==> config.mk <==
export PLATFORM = sky130hd
export DESIGN_NAME = gpm_port
export DESIGN_NICKNAME = d
export VERILOG_FILES = /design/src/shared/gpm_pkg.sv /design/src/design/gpm_port.sv
export SDC_FILE = /design/constraint.sdc
export NUM_CORES = 1
export LEC_CHECK = 0
export ABC_AREA = 1
export BUFFER_PORTS_ARGS = -buffer_cell sky130_fd_sc_hd__buf_2
export CORE_UTILIZATION = 35
export CTS_CLUSTER_SIZE = 10
export DETAILED_ROUTE_END_ITERATION = 16
export PLACE_DENSITY = 0.68
export SYNTH_ARGS = -nofsm -noshare
export SYNTH_HDL_FRONTEND = slang
export SYNTH_SLANG_ARGS = --single-unit
==> constraint.sdc <==
create_clock -name sys_clk -period 9.5 [get_ports sys_clk]
set_clock_uncertainty 0.2 [all_clocks]
set_input_delay 0.475 -clock sys_clk [delete_from_list [all_inputs] [get_ports sys_clk]]
set_output_delay 0.475 -clock sys_clk [all_outputs]
set_load 0.02 [all_outputs]
==> src/shared/gpm_pkg.sv <==
package gpm_pkg;
    localparam int DATA_W = 16;
    localparam int PORT_W = 8;
    localparam int SHARED_W = 46;
    localparam int SET_CNT = 3;
    localparam logic [15:0] PORT_DIR_ADDR = 16'h3400;
    localparam logic [15:0] PORT_DATA_ADDR = 16'h3401;
    localparam logic [15:0] SHARED_BASE_ADDR = 16'h4400;
    localparam logic [15:0] SHARED_LAST_ADDR = 16'h4408;
    localparam logic [15:0] SHARED_STRIDE = 16'h0003;
    localparam logic [1:0] KIND_EN = 2'h0;
    localparam logic [1:0] KIND_DIR = 2'h1;
    localparam logic [1:0] KIND_DAT = 2'h2;
    localparam logic [15:0] REG_RESET = 16'h0000;
    localparam logic [7:0] PORT_RESET = 8'h00;
    localparam logic [15:0] SET_FULL_MASK = 16'hFFFF;
    localparam logic [15:0] SET_LAST_MASK = 16'h3FFF;

    // one peripheral bus request
    typedef struct packed {
        logic wr;
        logic rd;
        logic [15:0] addr;
        logic [15:0] wdata;
    } gpm_bus_req_s;

    // shared pins, first member lands in the top bits
    typedef struct packed {
        logic [1:0] hostCtrl;
        logic [7:0] hostData;
        logic [15:0] ctrl;
        logic [15:0] data;
        logic [3:0] addr;
    } gpm_shared_pins_s;

    // decoded shared register select
    typedef struct packed {
        logic hit;
        logic [1:0] set;
        logic [1:0] kind;
    } gpm_sel_s;

    // address to set and register kind
    function automatic gpm_sel_s gpm_decode(input logic [15:0] a);
        gpm_sel_s sel;
        logic [15:0] off;
        logic [15:0] setBase;
        sel = '0;
        off = a - SHARED_BASE_ADDR;
        setBase = 16'h0000;
        if (a >= SHARED_BASE_ADDR && a <= SHARED_LAST_ADDR) begin
            sel.hit = 1'b1;
            if (off >= 2 * SHARED_STRIDE) begin
                sel.set = 2'h2;
                setBase = 16'(2 * SHARED_STRIDE);
            end else if (off >= SHARED_STRIDE) begin
                sel.set = 2'h1;
                setBase = SHARED_STRIDE;
            end
            sel.kind = 2'(off - setBase);
        end
        return sel;
    endfunction

    // valid bits of a set, the last set is partial
    function automatic logic [15:0] gpm_set_mask(input int s);
        return (s == SET_CNT - 1) ? SET_LAST_MASK : SET_FULL_MASK;
    endfunction
endpackage

==> src/design/gpm_port.sv <==
`timescale 1ns/1ps
module gpm_port (
    input wire logic sys_clk,
    input wire logic reset,
    input wire gpm_pkg::gpm_bus_req_s busReq,
    output logic [15:0] rdData,
    output logic rdValid,
    input wire logic [7:0] gpioIn,
    output logic [7:0] gpioOut,
    output logic [7:0] gpioOe,
    input wire logic muxMode,
    input wire gpm_pkg::gpm_shared_pins_s sharedIn,
    output gpm_pkg::gpm_shared_pins_s sharedOut,
    output gpm_pkg::gpm_shared_pins_s sharedOe,
    input wire gpm_pkg::gpm_shared_pins_s altOut,
    input wire gpm_pkg::gpm_shared_pins_s altOe,
    output gpm_pkg::gpm_shared_pins_s altIn
);
    import gpm_pkg::*;

    logic [7:0] portDir_r;
    logic [7:0] portLevel_r;
    logic [15:0] shEn_r [SET_CNT];
    logic [15:0] shDir_r [SET_CNT];
    logic [15:0] shLevel_r [SET_CNT];
    logic [15:0] rdData_r;
    logic rdValid_r;
    logic [15:0] rdData_nxt;
    logic [7:0] gpioOut_r;
    logic [7:0] gpioOe_r;
    gpm_shared_pins_s sharedOut_r;
    gpm_shared_pins_s sharedOe_r;
    gpm_shared_pins_s altIn_r;
    gpm_sel_s sel;
    logic [47:0] pinFlat;
    logic [47:0] enFlat;
    logic [47:0] levelFlat;

    // pin struct packs index n at bit n
    assign pinFlat = {2'b00, sharedIn};
    // register set n/16 bit n%16 serves index n
    assign enFlat = {shEn_r[2], shEn_r[1], shEn_r[0]};
    assign levelFlat = {shLevel_r[2], shLevel_r[1], shLevel_r[0]};
    assign sel = gpm_decode(busReq.addr);

    // dedicated port direction, bits 7..0 only
    always_ff @(posedge sys_clk or posedge reset) begin
        if (reset) begin
            portDir_r <= PORT_RESET;
        end else if (busReq.wr && busReq.addr == PORT_DIR_ADDR) begin
            portDir_r <= busReq.wdata[PORT_W-1:0];
        end
    end

    // dedicated port output latch
    always_ff @(posedge sys_clk or posedge reset) begin
        if (reset) begin
            portLevel_r <= PORT_RESET;
        end else if (busReq.wr && busReq.addr == PORT_DATA_ADDR) begin
            portLevel_r <= busReq.wdata[PORT_W-1:0];
        end
    end

    // shared enable, direction and data sets
    always_ff @(posedge sys_clk or posedge reset) begin
        if (reset) begin
            for (int s = 0; s < SET_CNT; s++) begin
                shEn_r[s] <= REG_RESET;
                shDir_r[s] <= REG_RESET;
                shLevel_r[s] <= REG_RESET;
            end
        end else if (busReq.wr && sel.hit) begin
            for (int s = 0; s < SET_CNT; s++) begin
                if (sel.set == 2'(s)) begin
                    unique case (sel.kind)
                        KIND_EN: shEn_r[s] <= busReq.wdata & gpm_set_mask(s);
                        KIND_DIR: shDir_r[s] <= busReq.wdata & gpm_set_mask(s);
                        KIND_DAT: shLevel_r[s] <= busReq.wdata
                            & gpm_set_mask(s);
                        default: ;
                    endcase
                end
            end
        end
    end

    // read mux, input bits show the live pin
    always_comb begin
        rdData_nxt = 16'h0000;
        if (busReq.addr == PORT_DIR_ADDR) begin
            rdData_nxt = {8'h00, portDir_r}; // upper bits zero
        end else if (busReq.addr == PORT_DATA_ADDR) begin
            rdData_nxt = {8'h00, (portDir_r & portLevel_r)
                | (~portDir_r & gpioIn)};
        end else if (sel.hit) begin
            for (int s = 0; s < SET_CNT; s++) begin
                if (sel.set == 2'(s)) begin
                    unique case (sel.kind)
                        KIND_EN: rdData_nxt = shEn_r[s];
                        KIND_DIR: rdData_nxt = shDir_r[s];
                        KIND_DAT: rdData_nxt = ((shDir_r[s] & shLevel_r[s])
                            | (~shDir_r[s] & pinFlat[s*DATA_W +: DATA_W]))
                            & gpm_set_mask(s);
                        default: rdData_nxt = 16'h0000;
                    endcase
                end
            end
        end
    end

    // registered read answer, one cycle after the strobe
    always_ff @(posedge sys_clk or posedge reset) begin
        if (reset) begin
            rdData_r <= 16'h0000;
            rdValid_r <= 1'b0;
        end else begin
            rdValid_r <= busReq.rd;
            rdData_r <= busReq.rd ? rdData_nxt : 16'h0000;
        end
    end

    // dedicated pin drivers follow direction and latch
    always_ff @(posedge sys_clk or posedge reset) begin
        if (reset) begin
            gpioOe_r <= PORT_RESET;
            gpioOut_r <= PORT_RESET;
        end else begin
            gpioOe_r <= portDir_r; // one means output
            gpioOut_r <= portLevel_r;
        end
    end

    // shared pin owner select
    always_ff @(posedge sys_clk or posedge reset) begin
        if (reset) begin
            sharedOe_r <= '0;
            sharedOut_r <= '0;
            altIn_r <= '0;
        end else begin
            altIn_r <= sharedIn;
            if (muxMode) begin
                sharedOe_r <= altOe;
                sharedOut_r <= altOut;
            end else begin
                // enable gates the driver
                sharedOe_r <= enFlat[SHARED_W-1:0];
                sharedOut_r <= levelFlat[SHARED_W-1:0];
            end
        end
    end

    assign rdData = rdData_r;
    assign rdValid = rdValid_r;
    assign gpioOut = gpioOut_r;
    assign gpioOe = gpioOe_r;
    assign sharedOut = sharedOut_r;
    assign sharedOe = sharedOe_r;
    assign altIn = altIn_r;

    // direction reads back with zero upper byte
    a_dir_reserved: assert property (
        @(posedge sys_clk) disable iff (reset)
        busReq.rd && busReq.addr == PORT_DIR_ADDR
        |=> rdValid && rdData[15:8] == 8'h00 && rdData[7:0] == gpioOe)
        else $error("direction readback wrong");

    // direction write reaches the enables two edges on
    a_port_direction: assert property (
        @(posedge sys_clk) disable iff (reset)
        busReq.wr && busReq.addr == PORT_DIR_ADDR
        |=> ##1 gpioOe == $past(busReq.wdata[7:0], 2))
        else $error("port direction not applied");

    // data write reaches the pin drivers
    a_port_drive: assert property (
        @(posedge sys_clk) disable iff (reset)
        busReq.wr && busReq.addr == PORT_DATA_ADDR
        |=> ##1 gpioOut == $past(busReq.wdata[7:0], 2))
        else $error("port data not driven");

    // input bits of the port read the pin level
    a_port_input: assert property (
        @(posedge sys_clk) disable iff (reset)
        busReq.rd && busReq.addr == PORT_DATA_ADDR
        |=> ((rdData[7:0] ^ $past(gpioIn)) & ~$past(portDir_r)) == 8'h00)
        else $error("input pin level not read");

    // interfaces own the pins in mux mode one
    a_mux_owner: assert property (
        @(posedge sys_clk) disable iff (reset)
        muxMode |=> sharedOe == $past(altOe) && sharedOut == $past(altOut))
        else $error("mux mode not honoured");

    // enable zero never drives in general purpose mode
    a_enable_gate: assert property (
        @(posedge sys_clk) disable iff (reset)
        !muxMode |=> (sharedOe & ~$past(enFlat[SHARED_W-1:0])) == '0)
        else $error("disabled shared pin driving");

    // enabled shared pins drive their data bits
    a_shared_drive: assert property (
        @(posedge sys_clk) disable iff (reset)
        !muxMode ##1 !muxMode |=> sharedOe == $past(enFlat[SHARED_W-1:0])
            && sharedOut == $past(levelFlat[SHARED_W-1:0]))
        else $error("shared output wrong");

    // control pin zero sits at index twenty
    a_ctrl_map: assert property (
        @(posedge sys_clk) disable iff (reset)
        busReq.rd && busReq.addr == SHARED_BASE_ADDR + SHARED_STRIDE
            + KIND_DAT && shDir_r[1][4] == 1'b0
        |=> rdData[4] == $past(sharedIn.ctrl[0]))
        else $error("control pin index wrong");

    // host control one lands at index forty-five
    a_host_map: assert property (
        @(posedge sys_clk) disable iff (reset)
        busReq.rd && busReq.addr == SHARED_LAST_ADDR && shDir_r[2][13] == 1'b0
        |=> rdData[13] == $past(sharedIn.hostCtrl[1])
            && rdData[15:14] == 2'b00)
        else $error("host pin index wrong");

    // enable set zero is clear after reset
    a_enable_reset: assert property (
        @(posedge sys_clk) $fell(reset) |-> shEn_r[0] == 16'h0000)
        else $error("enable set not reset");

    // unmapped reads answer zero
    a_unmapped_zero: assert property (
        @(posedge sys_clk) disable iff (reset)
        busReq.rd && !sel.hit && busReq.addr != PORT_DIR_ADDR
            && busReq.addr != PORT_DATA_ADDR
        |=> rdValid && rdData == 16'h0000)
        else $error("unmapped read not zero");

    // no strobe, no answer
    a_rd_idle: assert property (
        @(posedge sys_clk) disable iff (reset)
        !busReq.rd |=> !rdValid && rdData == 16'h0000)
        else $error("answer without read strobe");

    // data register upper byte reads zero
    a_data_upper: assert property (
        @(posedge sys_clk) disable iff (reset)
        busReq.rd && busReq.addr == PORT_DATA_ADDR
        |=> rdValid && rdData[15:8] == 8'h00)
        else $error("data upper byte not zero");

    // output bits of the port read the latch
    a_port_output: assert property (
        @(posedge sys_clk) disable iff (reset)
        busReq.rd && busReq.addr == PORT_DATA_ADDR
        |=> ((rdData[7:0] ^ $past(portLevel_r)) & $past(portDir_r)) == 8'h00)
        else $error("output latch not read");

    // pin drive value moves only on a data write
    a_level_hold: assert property (
        @(posedge sys_clk) disable iff (reset)
        !(busReq.wr && busReq.addr == PORT_DATA_ADDR)
        |=> ##1 $stable(gpioOut))
        else $error("port drive changed unasked");

    // pin enables move only on a direction write
    a_dir_hold: assert property (
        @(posedge sys_clk) disable iff (reset)
        !(busReq.wr && busReq.addr == PORT_DIR_ADDR)
        |=> ##1 $stable(gpioOe))
        else $error("port enable changed unasked");

    // input bits of set zero read the pins
    a_shared_input: assert property (
        @(posedge sys_clk) disable iff (reset)
        busReq.rd && busReq.addr == SHARED_BASE_ADDR + KIND_DAT
        |=> ((rdData ^ $past(pinFlat[DATA_W-1:0])) & ~$past(shDir_r[0]))
            == 16'h0000)
        else $error("shared input level not read");

    // output bits of set two read the latch
    a_shared_latch: assert property (
        @(posedge sys_clk) disable iff (reset)
        busReq.rd && busReq.addr == SHARED_LAST_ADDR
        |=> ((rdData ^ $past(shLevel_r[2])) & $past(shDir_r[2]))
            == 16'h0000)
        else $error("shared latch not read");

    // unused top bits of set two read zero
    a_set2_reserved: assert property (
        @(posedge sys_clk) disable iff (reset)
        busReq.rd && sel.hit && sel.set == 2'h2
        |=> rdData[15:14] == 2'b00)
        else $error("set two top bits not zero");

    // address pin at index zero, data pin at four
    a_addr_map: assert property (
        @(posedge sys_clk) disable iff (reset)
        busReq.rd && busReq.addr == SHARED_BASE_ADDR + KIND_DAT
            && shDir_r[0][0] == 1'b0 && shDir_r[0][4] == 1'b0
        |=> rdData[0] == $past(sharedIn.addr[0])
            && rdData[4] == $past(sharedIn.data[0]))
        else $error("address or data pin index wrong");

    // host data pin zero lands at index thirty-six
    a_host_data_map: assert property (
        @(posedge sys_clk) disable iff (reset)
        busReq.rd && busReq.addr == SHARED_LAST_ADDR && shDir_r[2][4] == 1'b0
        |=> rdData[4] == $past(sharedIn.hostData[0]))
        else $error("host data pin index wrong");

    // interfaces see the pins one cycle late
    a_alt_input: assert property (
        @(posedge sys_clk) disable iff (reset)
        !reset |=> altIn == $past(sharedIn))
        else $error("interface input not passed");

    // no driver on and no answer straight after reset
    a_oe_reset: assert property (
        @(posedge sys_clk) $fell(reset)
        |-> sharedOe == '0 && gpioOe == 8'h00 && rdValid == 1'b0)
        else $error("driver on after reset");

    // unmapped writes leave the port alone
    a_unmapped_write: assert property (
        @(posedge sys_clk) disable iff (reset)
        busReq.wr && !sel.hit && busReq.addr != PORT_DIR_ADDR
            && busReq.addr != PORT_DATA_ADDR
        |=> $stable(portDir_r) && $stable(portLevel_r))
        else $error("unmapped write changed port");

    // enable set zero takes the whole word
    a_en_write: assert property (
        @(posedge sys_clk) disable iff (reset)
        busReq.wr && busReq.addr == SHARED_BASE_ADDR
        |=> shEn_r[0] == $past(busReq.wdata))
        else $error("enable set zero not written");

    // direction set one sits one stride up
    a_dir_write_set: assert property (
        @(posedge sys_clk) disable iff (reset)
        busReq.wr && busReq.addr == SHARED_BASE_ADDR + SHARED_STRIDE + KIND_DIR
        |=> shDir_r[1] == $past(busReq.wdata))
        else $error("direction set one not written");

    // data set two keeps only its valid bits
    a_data_write_set: assert property (
        @(posedge sys_clk) disable iff (reset)
        busReq.wr && busReq.addr == SHARED_LAST_ADDR
        |=> shLevel_r[2] == ($past(busReq.wdata) & SET_LAST_MASK))
        else $error("data set two not written");
endmodule // gpm_port

### Yosys cells after proc, flatten, opt, wreduce, memory -nomap -nowiden

Cells that the tools add are included.

* memories: 0
* bits of input ports: 183
* memory bits (writable): 0
* bits in read-only memories: 0
* word-level logic and storage cells: 91
* output and inout port bits: 171
* bits in latches: 0
* bits in registers: 325

* multipliers: 0
* reductions and logical operators: 15
* div/mod/pow operators: 0
* bitwise operators: 16
* $lt $le $gt $ge: 4
* muxes and demuxes: 18
* $add $sub $neg: 2
* shift-type cells: 0
* eq/ne operators: 6

Operators by type and width (count)
* two-way mux 16 bit: 7
* case mux 16 bit (3 select lines): 2
* two-way mux 46 bit: 2
* AND 16 bit: 4
* case mux 14 bit (3 select lines): 1
* == test 16 x 14 -> 1 bit, second input constant: 2
* inverter 16 bit: 2
* OR 16 bit: 2
* AND 14 bit: 2
* AND reduction 3 bit: 9
* AND 8 bit: 2
* >= comparator 16 x 15 -> 1 bit, second input constant: 1
* >= comparator 16 x 2 -> 1 bit, second input constant: 1
* >= comparator 16 x 3 -> 1 bit, second input constant: 1
* less-or-equal comparator 16 x 15 -> 1 bit, second input constant: 1
* subtractor 16 x 15 -> 16 bit, second input constant: 1
* inverter 14 bit: 1
* OR 14 bit: 1
* two-way mux 2 bit: 4
* inverter 8 bit: 1
* OR 8 bit: 1
* two-way mux 5 bit: 1
* == test 2 x 1 -> 1 bit, second input constant: 2
* == test 2 bit, second input constant: 2
* other kinds (4): 8

### Depth between registers and ports, before layout

Gate-level depths: netlist (run 1).

* depth after elaboration: 16
* gate-level depth with buffers: 24
* depth with buffers taken out: 23

### Worst setup path before layout (run 1)

Ideal clock, no wire load.

* path type: input to register
* from: input busReq[27] in the netlist's numbering
* to: register shLevel_r (netlist bit levelFlat[18])
* required time: 9.170 ns
* buffers on the path: 2
* setup time: 0.130 ns
* setup slack: 6.241 ns
* cell stages on the path: 19
* arrival time: 2.930 ns
* path through: inv_1 > ha_1 > inv_1 > nor2_1 > nand3_1 > nor2_4 > nand2_2 > nor2_1 > ha_1 > xor2_1 > nand4_4 > nand2_4 > nand2_8 > nor2_8 > buf_6 > nand2_1 > buf_2 > nand2_1 > o21ai_1

* word-level cells in the longest chain between the ends: 9
* elaborated cells on any way between the ends: 17
* those cells by class: 2 x add/sub; 4 x order compare; 2 x eq/ne; 6 x mux; 3 x reduce/logical

RTL lines
* from (decl): line gpm_port.sv:5 `input wire gpm_pkg::gpm_bus_req_s busReq,`
* subtractor 16 x 15 -> 16 bit: line gpm_pkg.sv:49 `off = a - SHARED_BASE_ADDR;`
* >= comparator 16 x 2 -> 1 bit: line gpm_pkg.sv:56 `end else if (off >= SHARED_STRIDE) begin`
* two-way mux 2 bit: line gpm_pkg.sv:56
* two-way mux 2 bit: line gpm_pkg.sv:53 `if (off >= 2 * SHARED_STRIDE) begin`
* two-way mux 2 bit: line gpm_pkg.sv:51 `if (a >= SHARED_BASE_ADDR && a <= SHARED_LAST_ADDR) begin`
* subtractor 2 bit: line gpm_pkg.sv:60 `sel.kind = 2'(off - setBase);`
* two-way mux 5 bit *: line gpm_pkg.sv:51
* == test 2 bit: line gpm_port.sv:75 `unique case (sel.kind)`
* AND reduction 3 bit (no source line) *
* to (signal, indexed assignment): line gpm_port.sv:78 `KIND_DAT: shLevel_r[s] <= busReq.wdata`
* to (decl): line gpm_port.sv:25 `logic [15:0] shLevel_r [SET_CNT];`

Mark *: on every way between the ends. The rest lies on a longest branch, timed or not. The select of a mux whose other input is x is not followed.
A chain may end at the register's enable or synchronous reset.

### Worst setup path after layout (run 1)

* from: input busReq[27] in the netlist's numbering
* to: register shLevel_r (netlist bit levelFlat[13])

The elaborated chain is that of the path after synthesis.

==> results of run 1 <==
==> critical path, delay by kind of cell <==
kind / cells / cell delay [ns]
and+or+nand+nor: 10 / 2.54
adders and majority gates: 2 / 0.39
AOI/OAI and AO/OA: 1 / 0.40
xor gates and xnor gates: 1 / 0.28
buffers and inverters: 3 / 0.29
==> flip-flops by register name, indices dropped and copies added, names as in the netlist <==
name,flops
gpioOut,8
levelFlat,46
rdValid,1
sharedOut,46
rdData,16
sharedOe,46
gpioOe,8
shDir_r,46
portDir_r,8
enFlat,46
altIn,46
portLevel_r,8
==> cell families (layout without fill, tap and decap cells) <==
| family | Yosys count | count (layout) | synth area share [%] |
|---|---|---|---|
| and+or+nand+nor | 590 | 590 | 18.5 |
| DFF | 325 | 325 | 59.5 |
| AOI/OAI and AO/OA | 321 | 321 | 12.2 |
| buffers and inverters | 210 | 689 | 6.45 |
| muxes | 35 | 35 | 2.88 |
| adders and majority gates | 4 | 4 | 0.366 |
| xor gates and xnor gates | 2 | 2 | 0.128 |
==> layer usage <==
metal  up-vias  wire [um]  track usage (%)  share of wire, %
met2       451      22100             39.1                49
li1       5733          -                -                 -
met1      5639      18500             27.7                41
met5         -         10                0             0.022
met3        82       3170             4.95               7.0
met4         2       1440             9.10               3.2
==> area by class of cell <==
cell class,count,share of cell area (%)
tap,518,3.53
clock buffer,46,5.69
inverter,140,2.92
sequential,325,44.3
clock inverter,8,0.655
timing repair buffer,495,17.5
multi-input combinational,952,25.4
==> through the flow <==
stage	cells	setup WS, ns
2_1_floorplan	1487	4.49
3_3_place_gp	2292	4.98
3_5_place_dp	2292	4.79
4_1_cts	2484	5.37
5_1_grt	2484	4.97
6_report	2484	5.37
==> cells in the mapped netlist (all sizes together) <==
library cell	count
nand3	37
a21oi	71
o31ai	1
a221oi	2
and2	1
ha	4
nor2	94
mux2	35
clkbuf	40
inv	138
nor3	3
nand4	32
o211ai	8
nor4	3
buf	30
nand2	420
o21ai	234
o2111ai	5
xor2	1
dfrtp	325
clkinv	2
xnor2	1
==> timing repair <==
item,in CTS,in global routing
hold buffers,138,0
endpoints found under the setup margin,0,0
endpoints found under the hold margin,170,0
==> power breakdown <==
| group | switching, mW | internal, mW | total [mW] |
|---|---|---|---|
| clock | 0.575 | 0.830 | 1.40 |
| sequential | 0.0335 | 1.46 | 1.49 |
| combinational | 0.251 | 0.150 | 0.402 |
==> worst max-delay path by stage <==
stage | endpoint | slack (ns) | cells past startpoint
final | levelFlat[13]$_DFFE_PP0P_ | 5.37 | 17
after global routing | levelFlat[12]$_DFFE_PP0P_ | 4.97 | 17
after CTS | levelFlat[0]$_DFFE_PP0P_ | 5.37 | 16
after detailed placement | levelFlat[13]$_DFFE_PP0P_ | 4.79 | 16
after global placement | levelFlat[13]$_DFFE_PP0P_ | 4.98 | 17
after floorplan | altIn[0]$_DFF_PP0_ | 4.49 | 1
==> results.json, run 1 <==
{
  "synth_seq_cells": 325,
  "antenna_left": 0,
  "grt_pass1_vias": 12100,
  "ys_seq_area_share_pct": 59.5,
  "seqCellArea_um2": 8130,
  "startpoint_type": "input port",
  "cp-end-kind": "flip-flop",
  "finalHoldViolCount": 0,
  "r2r-start": "shDir_r[18]$_DFFE_PP0P_",
  "slowest_delay_ns": 0.68,
  "portBuffers": 353,
  "powerDensity_nw_per_um2": 180,
  "num_vias": 11900,
  "ios": 354,
  "synth_area_per_cell_um2": 9.20,
  "setup_violations": 0,
  "drtIter0Drc": 903,
  "grt_max_degree": 151,
  "path_max_fanout": 32,
  "drv_cap": 0,
  "viasPerCell": 4.79,
  "status": "finished clean",
  "regToRegSetupSlack_ns": 7.76,
  "place_hpwl_um": 31300,
  "fin_area_um2": 18300,
  "die_h_um": 200,
  "layout-drive-gt1-share_pct": 24.1,
  "antenna_cells": 0,
  "cts-root-buf": "clkbuf_16",
  "cts-resized-gates": 0,
  "whs_endpoint": "sharedOe[44]$_DFF_PP0_",
  "leakage_nw": 9.06,
  "final_common_cell": "nand2_1",
  "post_cts_buffers": 0,
  "drv_slew": 0,
  "final_cell_mix": "407 x nand2_1, 352 x buf_2, 325 x dfrtp_1, 178 x o21ai_0, 138 x dlygate4sd3_1",
  "fin_crit_ns": 4.13,
  "wl_um": 45200,
  "synth_top_area_share_pct": 59.5,
  "synth_top_cell_by_area": "dfrtp_1",
  "grt_pass1_wl_um": 67500,
  "clock.fmax_mhz": 242,
  "fin_crit_sh_pct": 43.4,
  "fin_util_pct": 47.6,
  "syn2layout_area_growth_pct": 34.1,
  "rows": 72,
  "cts_buffer_depth": 3,
  "cts_max_level": 2,
  "place_congestion": 0.878,
  "yosysUniqueCellTypes": 39,
  "grt.total_usage_pct": 22.8,
  "cts_tree": "built",
  "crit_start": "busReq[27]",
  "die_w_um": 200,
  "path_cells": "buf_2 -> inv_1 -> ha_1 -> inv_1 -> nor2_1 -> nand3_1 -> nor2_4 -> nand2_2 -> nor2_1 -> ha_1 -> xor2_1 -> nand4_4 -> nand2_4 -> nand2_8 -> nor2_8 -> nand2_1 -> o21ai_0",
  "synth_nets": 1674,
  "gr-total-overflow": 0,
  "fin_setup_tns_ns": 0,
  "critPathKind": "input port to flip-flop",
  "total_power_mw": 3.30,
  "cts.clk_slew.worst_paths_ns": 0.05,
  "slowest_stage": "nand2_1",
  "first_pass_iters": 8,
  "nNetsFinal": 2141,
  "routedWlPerCell_um": 18.2,
  "die_area_um2": 39900,
  "rsz0062_at_grt": "false",
  "hold_class": "input port to flip-flop",
  "grt_antenna_before_repair": 2,
  "peakVddDrop_v": 0.000139,
  "drc": 0,
  "initial_core_util_pct": 35.5,
  "maxSlewHeadroom_pct": 29.5,
  "min_from": "altOe[44]",
  "regToRegEndpoint": "rdData[2]$_DFF_PP0_",
  "multi_input_area_um2": 4660,
  "arrival_ns": 4.38,
  "syn_area_um2": 13700,
  "cts_sinks": 325,
  "r2r_cells": 10,
  "hold_ws_ns": 0.0209,
  "syn_inst": 1487,
  "holdPathStages": 3,
  "clk-insertion-delay-late_ns": 0.56,
  "netlist_top_cells_area": "dfrtp_1 59%, nand2_1 11%, o21ai_0 6.5%, inv_1 3.6%, mux2_2 2.9%",
  "core_um2": 38600,
  "cts_made_buffers": 40,
  "placed_cell_area_um2": 15800,
  "required_ns": 9.76,
  "ys.warnings.count": 0,
  "tightest_slew_ns": 1.05,
  "fill_cells": 3656
}
Note: power is estimated with default switching activity, not from simulation.
==> run 2, diff against run 1 <==
--- a/config.mk
+++ b/config.mk
@@ -10,7 +10,7 @@
 export CORE_UTILIZATION = 35
 export CTS_CLUSTER_SIZE = 10
 export DETAILED_ROUTE_END_ITERATION = 16
-export PLACE_DENSITY = 0.68
+export PLACE_DENSITY = 0.66
 export SYNTH_ARGS = -nofsm -noshare
 export SYNTH_HDL_FRONTEND = slang
 export SYNTH_SLANG_ARGS = --single-unit
==> constraint.sdc (replaced) <==
create_clock -name sys_clk -period 3.9 [get_ports sys_clk]
set_clock_uncertainty 0.2 [all_clocks]
set_input_delay 0.195 -clock sys_clk [delete_from_list [all_inputs] [get_ports sys_clk]]
set_output_delay 0.195 -clock sys_clk [all_outputs]
set_load 0.02 [all_outputs]
==> run 2 against run 1 <==
  * Register-to-register slack got worse by 5.7 ns
  * Final area rose by 3.8%
  * Cell count rose by 2.9%
  * Critical path type unchanged
  * Largest power group unchanged
  * Utilization rose by 1.8 points
  * Critical path depth rose by 1
  * Via count rose by 3.1%
  * Non-clock buffer count rose by 73
  * Largest cell class unchanged
  * Sequential cell count did not move
  * Wire length rose by 1.6%
  * Sequential share of layout area fell by 1.6 points
  * Power rose by 140%
==> results.json, run 2 (synthesis results as in run 1) <==
{
  "netSwitchingPower_mw": 2.07,
  "seq_power_share_pct": 45.0,
  "fin_util_pct": 49.4,
  "grt_pass1_vias": 12300,
  "nNetsFinal": 2214,
  "cts-root-buf": "clkbuf_16",
  "clk-insertion-delay-late_ns": 0.54,
  "portBuffers": 353,
  "path_cells": "buf_2 -> inv_1 -> ha_1 -> inv_1 -> nor2_1 -> nand3_1 -> nor2_4 -> nand2_2 -> nor2_1 -> ha_1 -> xor2_1 -> nand4_4 -> nand2_4 -> nand2_8 -> nor2_8 -> nand2_2 -> nand2_1 -> o21ai_1",
  "status": "finished clean",
  "die_w_um": 200,
  "cp-end-kind": "flip-flop",
  "drv_slew": 0,
  "clock.fmax_mhz": 308,
  "drv_cap": 0,
  "cts_max_level": 2,
  "die_h_um": 200,
  "critPathKind": "input port to flip-flop",
  "netSwitchingFraction_pct": 25.6,
  "grt_max_degree": 124,
  "drtIter0Drc": 780,
  "setup_violations": 0,
  "cts_sinks": 325,
  "startpoint_type": "input port",
  "slowest_delay_ns": 0.39,
  "final_cell_mix": "407 x nand2_1, 352 x buf_2, 325 x dfrtp_1, 200 x dlygate4sd3_1, 178 x o21ai_0",
  "cts_buffer_depth": 3,
  "routedWlPerCell_um": 18.0,
  "ctsHoldBuffers": 200,
  "viasPerCell": 4.80,
  "antenna_left": 0,
  "total_power_mw": 8.07,
  "hold_class": "input port to flip-flop",
  "path_max_fanout": 28,
  "grt.total_usage_pct": 23.1,
  "wl_um": 46000,
  "drc": 0,
  "ios": 354,
  "layout-drive-gt1-share_pct": 23.7,
  "maxSlewHeadroom_pct": 51.6,
  "num_vias": 12300,
  "fin_setup_tns_ns": 0,
  "fin_crit_ns": 3.25,
  "syn2layout_area_growth_pct": 39.3,
  "required_ns": 4.10,
  "powerDensity_nw_per_um2": 424,
  "place_congestion": 0.847,
  "rows": 72,
  "gr-total-overflow": 0,
  "slowest_stage": "nand2_2",
  "fin_crit_sh_pct": 83.2,
  "arrival_ns": 3.45,
  "place_hpwl_um": 31400,
  "initial_core_util_pct": 35.5,
  "tightest_slew_ns": 0.725,
  "power.internal_mw": 6.00,
  "rsz0062_at_grt": "false",
  "post_cts_buffers": 0,
  "pre_cts_ws_ns": 0.102,
  "cts_made_buffers": 40,
  "cts_tree": "built",
  "grt_pass1_wl_um": 69000,
  "peakVddDrop_v": 0.000295,
  "cts.clk_slew.worst_paths_ns": 0.06,
  "p_clk_share_pct": 42.1,
  "grt_antenna_before_repair": 2,
  "worst_slack_ns": 0.655,
  "final_common_cell": "nand2_1",
  "die_area_um2": 39900,
  "comb_power_share_pct": 12.9,
  "first_pass_iters": 6,
  "finalHoldViolCount": 0,
  "cts-resized-gates": 0,
  "core_um2": 38600,
  "leakage_nw": 9.33
}
run 2: changes by cell type in the layout (fill, tap and decap cells not counted), sizes merged:
| cell | before | now |
|---|---|---|
| buf | 357 | 368 |
| clkbuf | 46 | 48 |
| clkinv | 6 | 3 |
| clkinvlp | 1 | 2 |
| diode | 0 | 1 |
| dlygate4sd3 | 138 | 200 |
| inv | 139 | 137 |
run 2: per-layer routing:
metal,routed length (um),GRT usage [%],share of wire [%],vias up
met5,12,0,0.026,-
met4,1040,7.46,2.3,2
met3,2620,4.30,5.7,72
met2,22900,39.9,50,421
met1,19400,29.0,42,5907
li1,-,-,-,5874
run 2: area by class of cell:
cell class / count / area, um2
fill: 3584 / 19500
sequential: 325 / 8130
multi-input combinational: 952 / 4660
timing repair buffer: 568 / 3920
clock buffer: 48 / 1070
tap: 518 / 648
inverter: 140 / 536
clock inverter: 4 / 72.6
antenna: 1 / 2.50
run 2: final timing paths:
kind	from	endpoint	slack [ns]	cells after the start
min in group asynchronous	reset	sharedOut[12]$_DFF_PP0_	0.04	3
max in group asynchronous	reset	portDir_r[0]$_DFFE_PP0P_	2.42	4
worst min-delay path	gpioIn[3]	rdData[3]$_DFF_PP0_	0.02	4
worst min register to register	portLevel_r[5]$_DFFE_PP0P_	gpioOut[5]$_DFF_PP0_	0.20	0
worst max-delay path	busReq[27]	levelFlat[32]$_DFFE_PP0P_	0.65	18
worst max register to register	portDir_r[2]$_DFFE_PP0P_	rdData[2]$_DFF_PP0_	2.06	4
run 2: power groups by stage:
stage / logic, mW / clock network [mW] / registers (mW)
global route: 1.14 / 3.60 / 3.65
finish: 1.04 / 3.40 / 3.63
floorplan: 0.390 / 0 / 3.80
CTS: 1.04 / 3.49 / 3.63
detailed placement: 0.884 / 0 / 3.69
global placement: 0.872 / 0 / 3.68
run 2: worst max-delay path, delay by kind of cell:
kind                       cells  cell delay (ns)
adders and majority gates      2             0.38
and+or+nand+nor               11             2.21
buffers and inverters          3             0.29
xor gates and xnor gates       1             0.29
AOI/OAI and AO/OA              1             0.08
run 2: stage by stage:
step / instances / cell area (um2) / hold slack, ns
4_1_cts: 2555 / 19000 / 0.00107
2_1_floorplan: 1487 / 13700 / 0.0264
5_1_grt: 2556 / 19000 / 0.0334
3_5_place_dp: 2303 / 15900 / 0.0396
6_report: 2556 / 19000 / 0.0166
3_3_place_gp: 2303 / 15900 / 0.0427
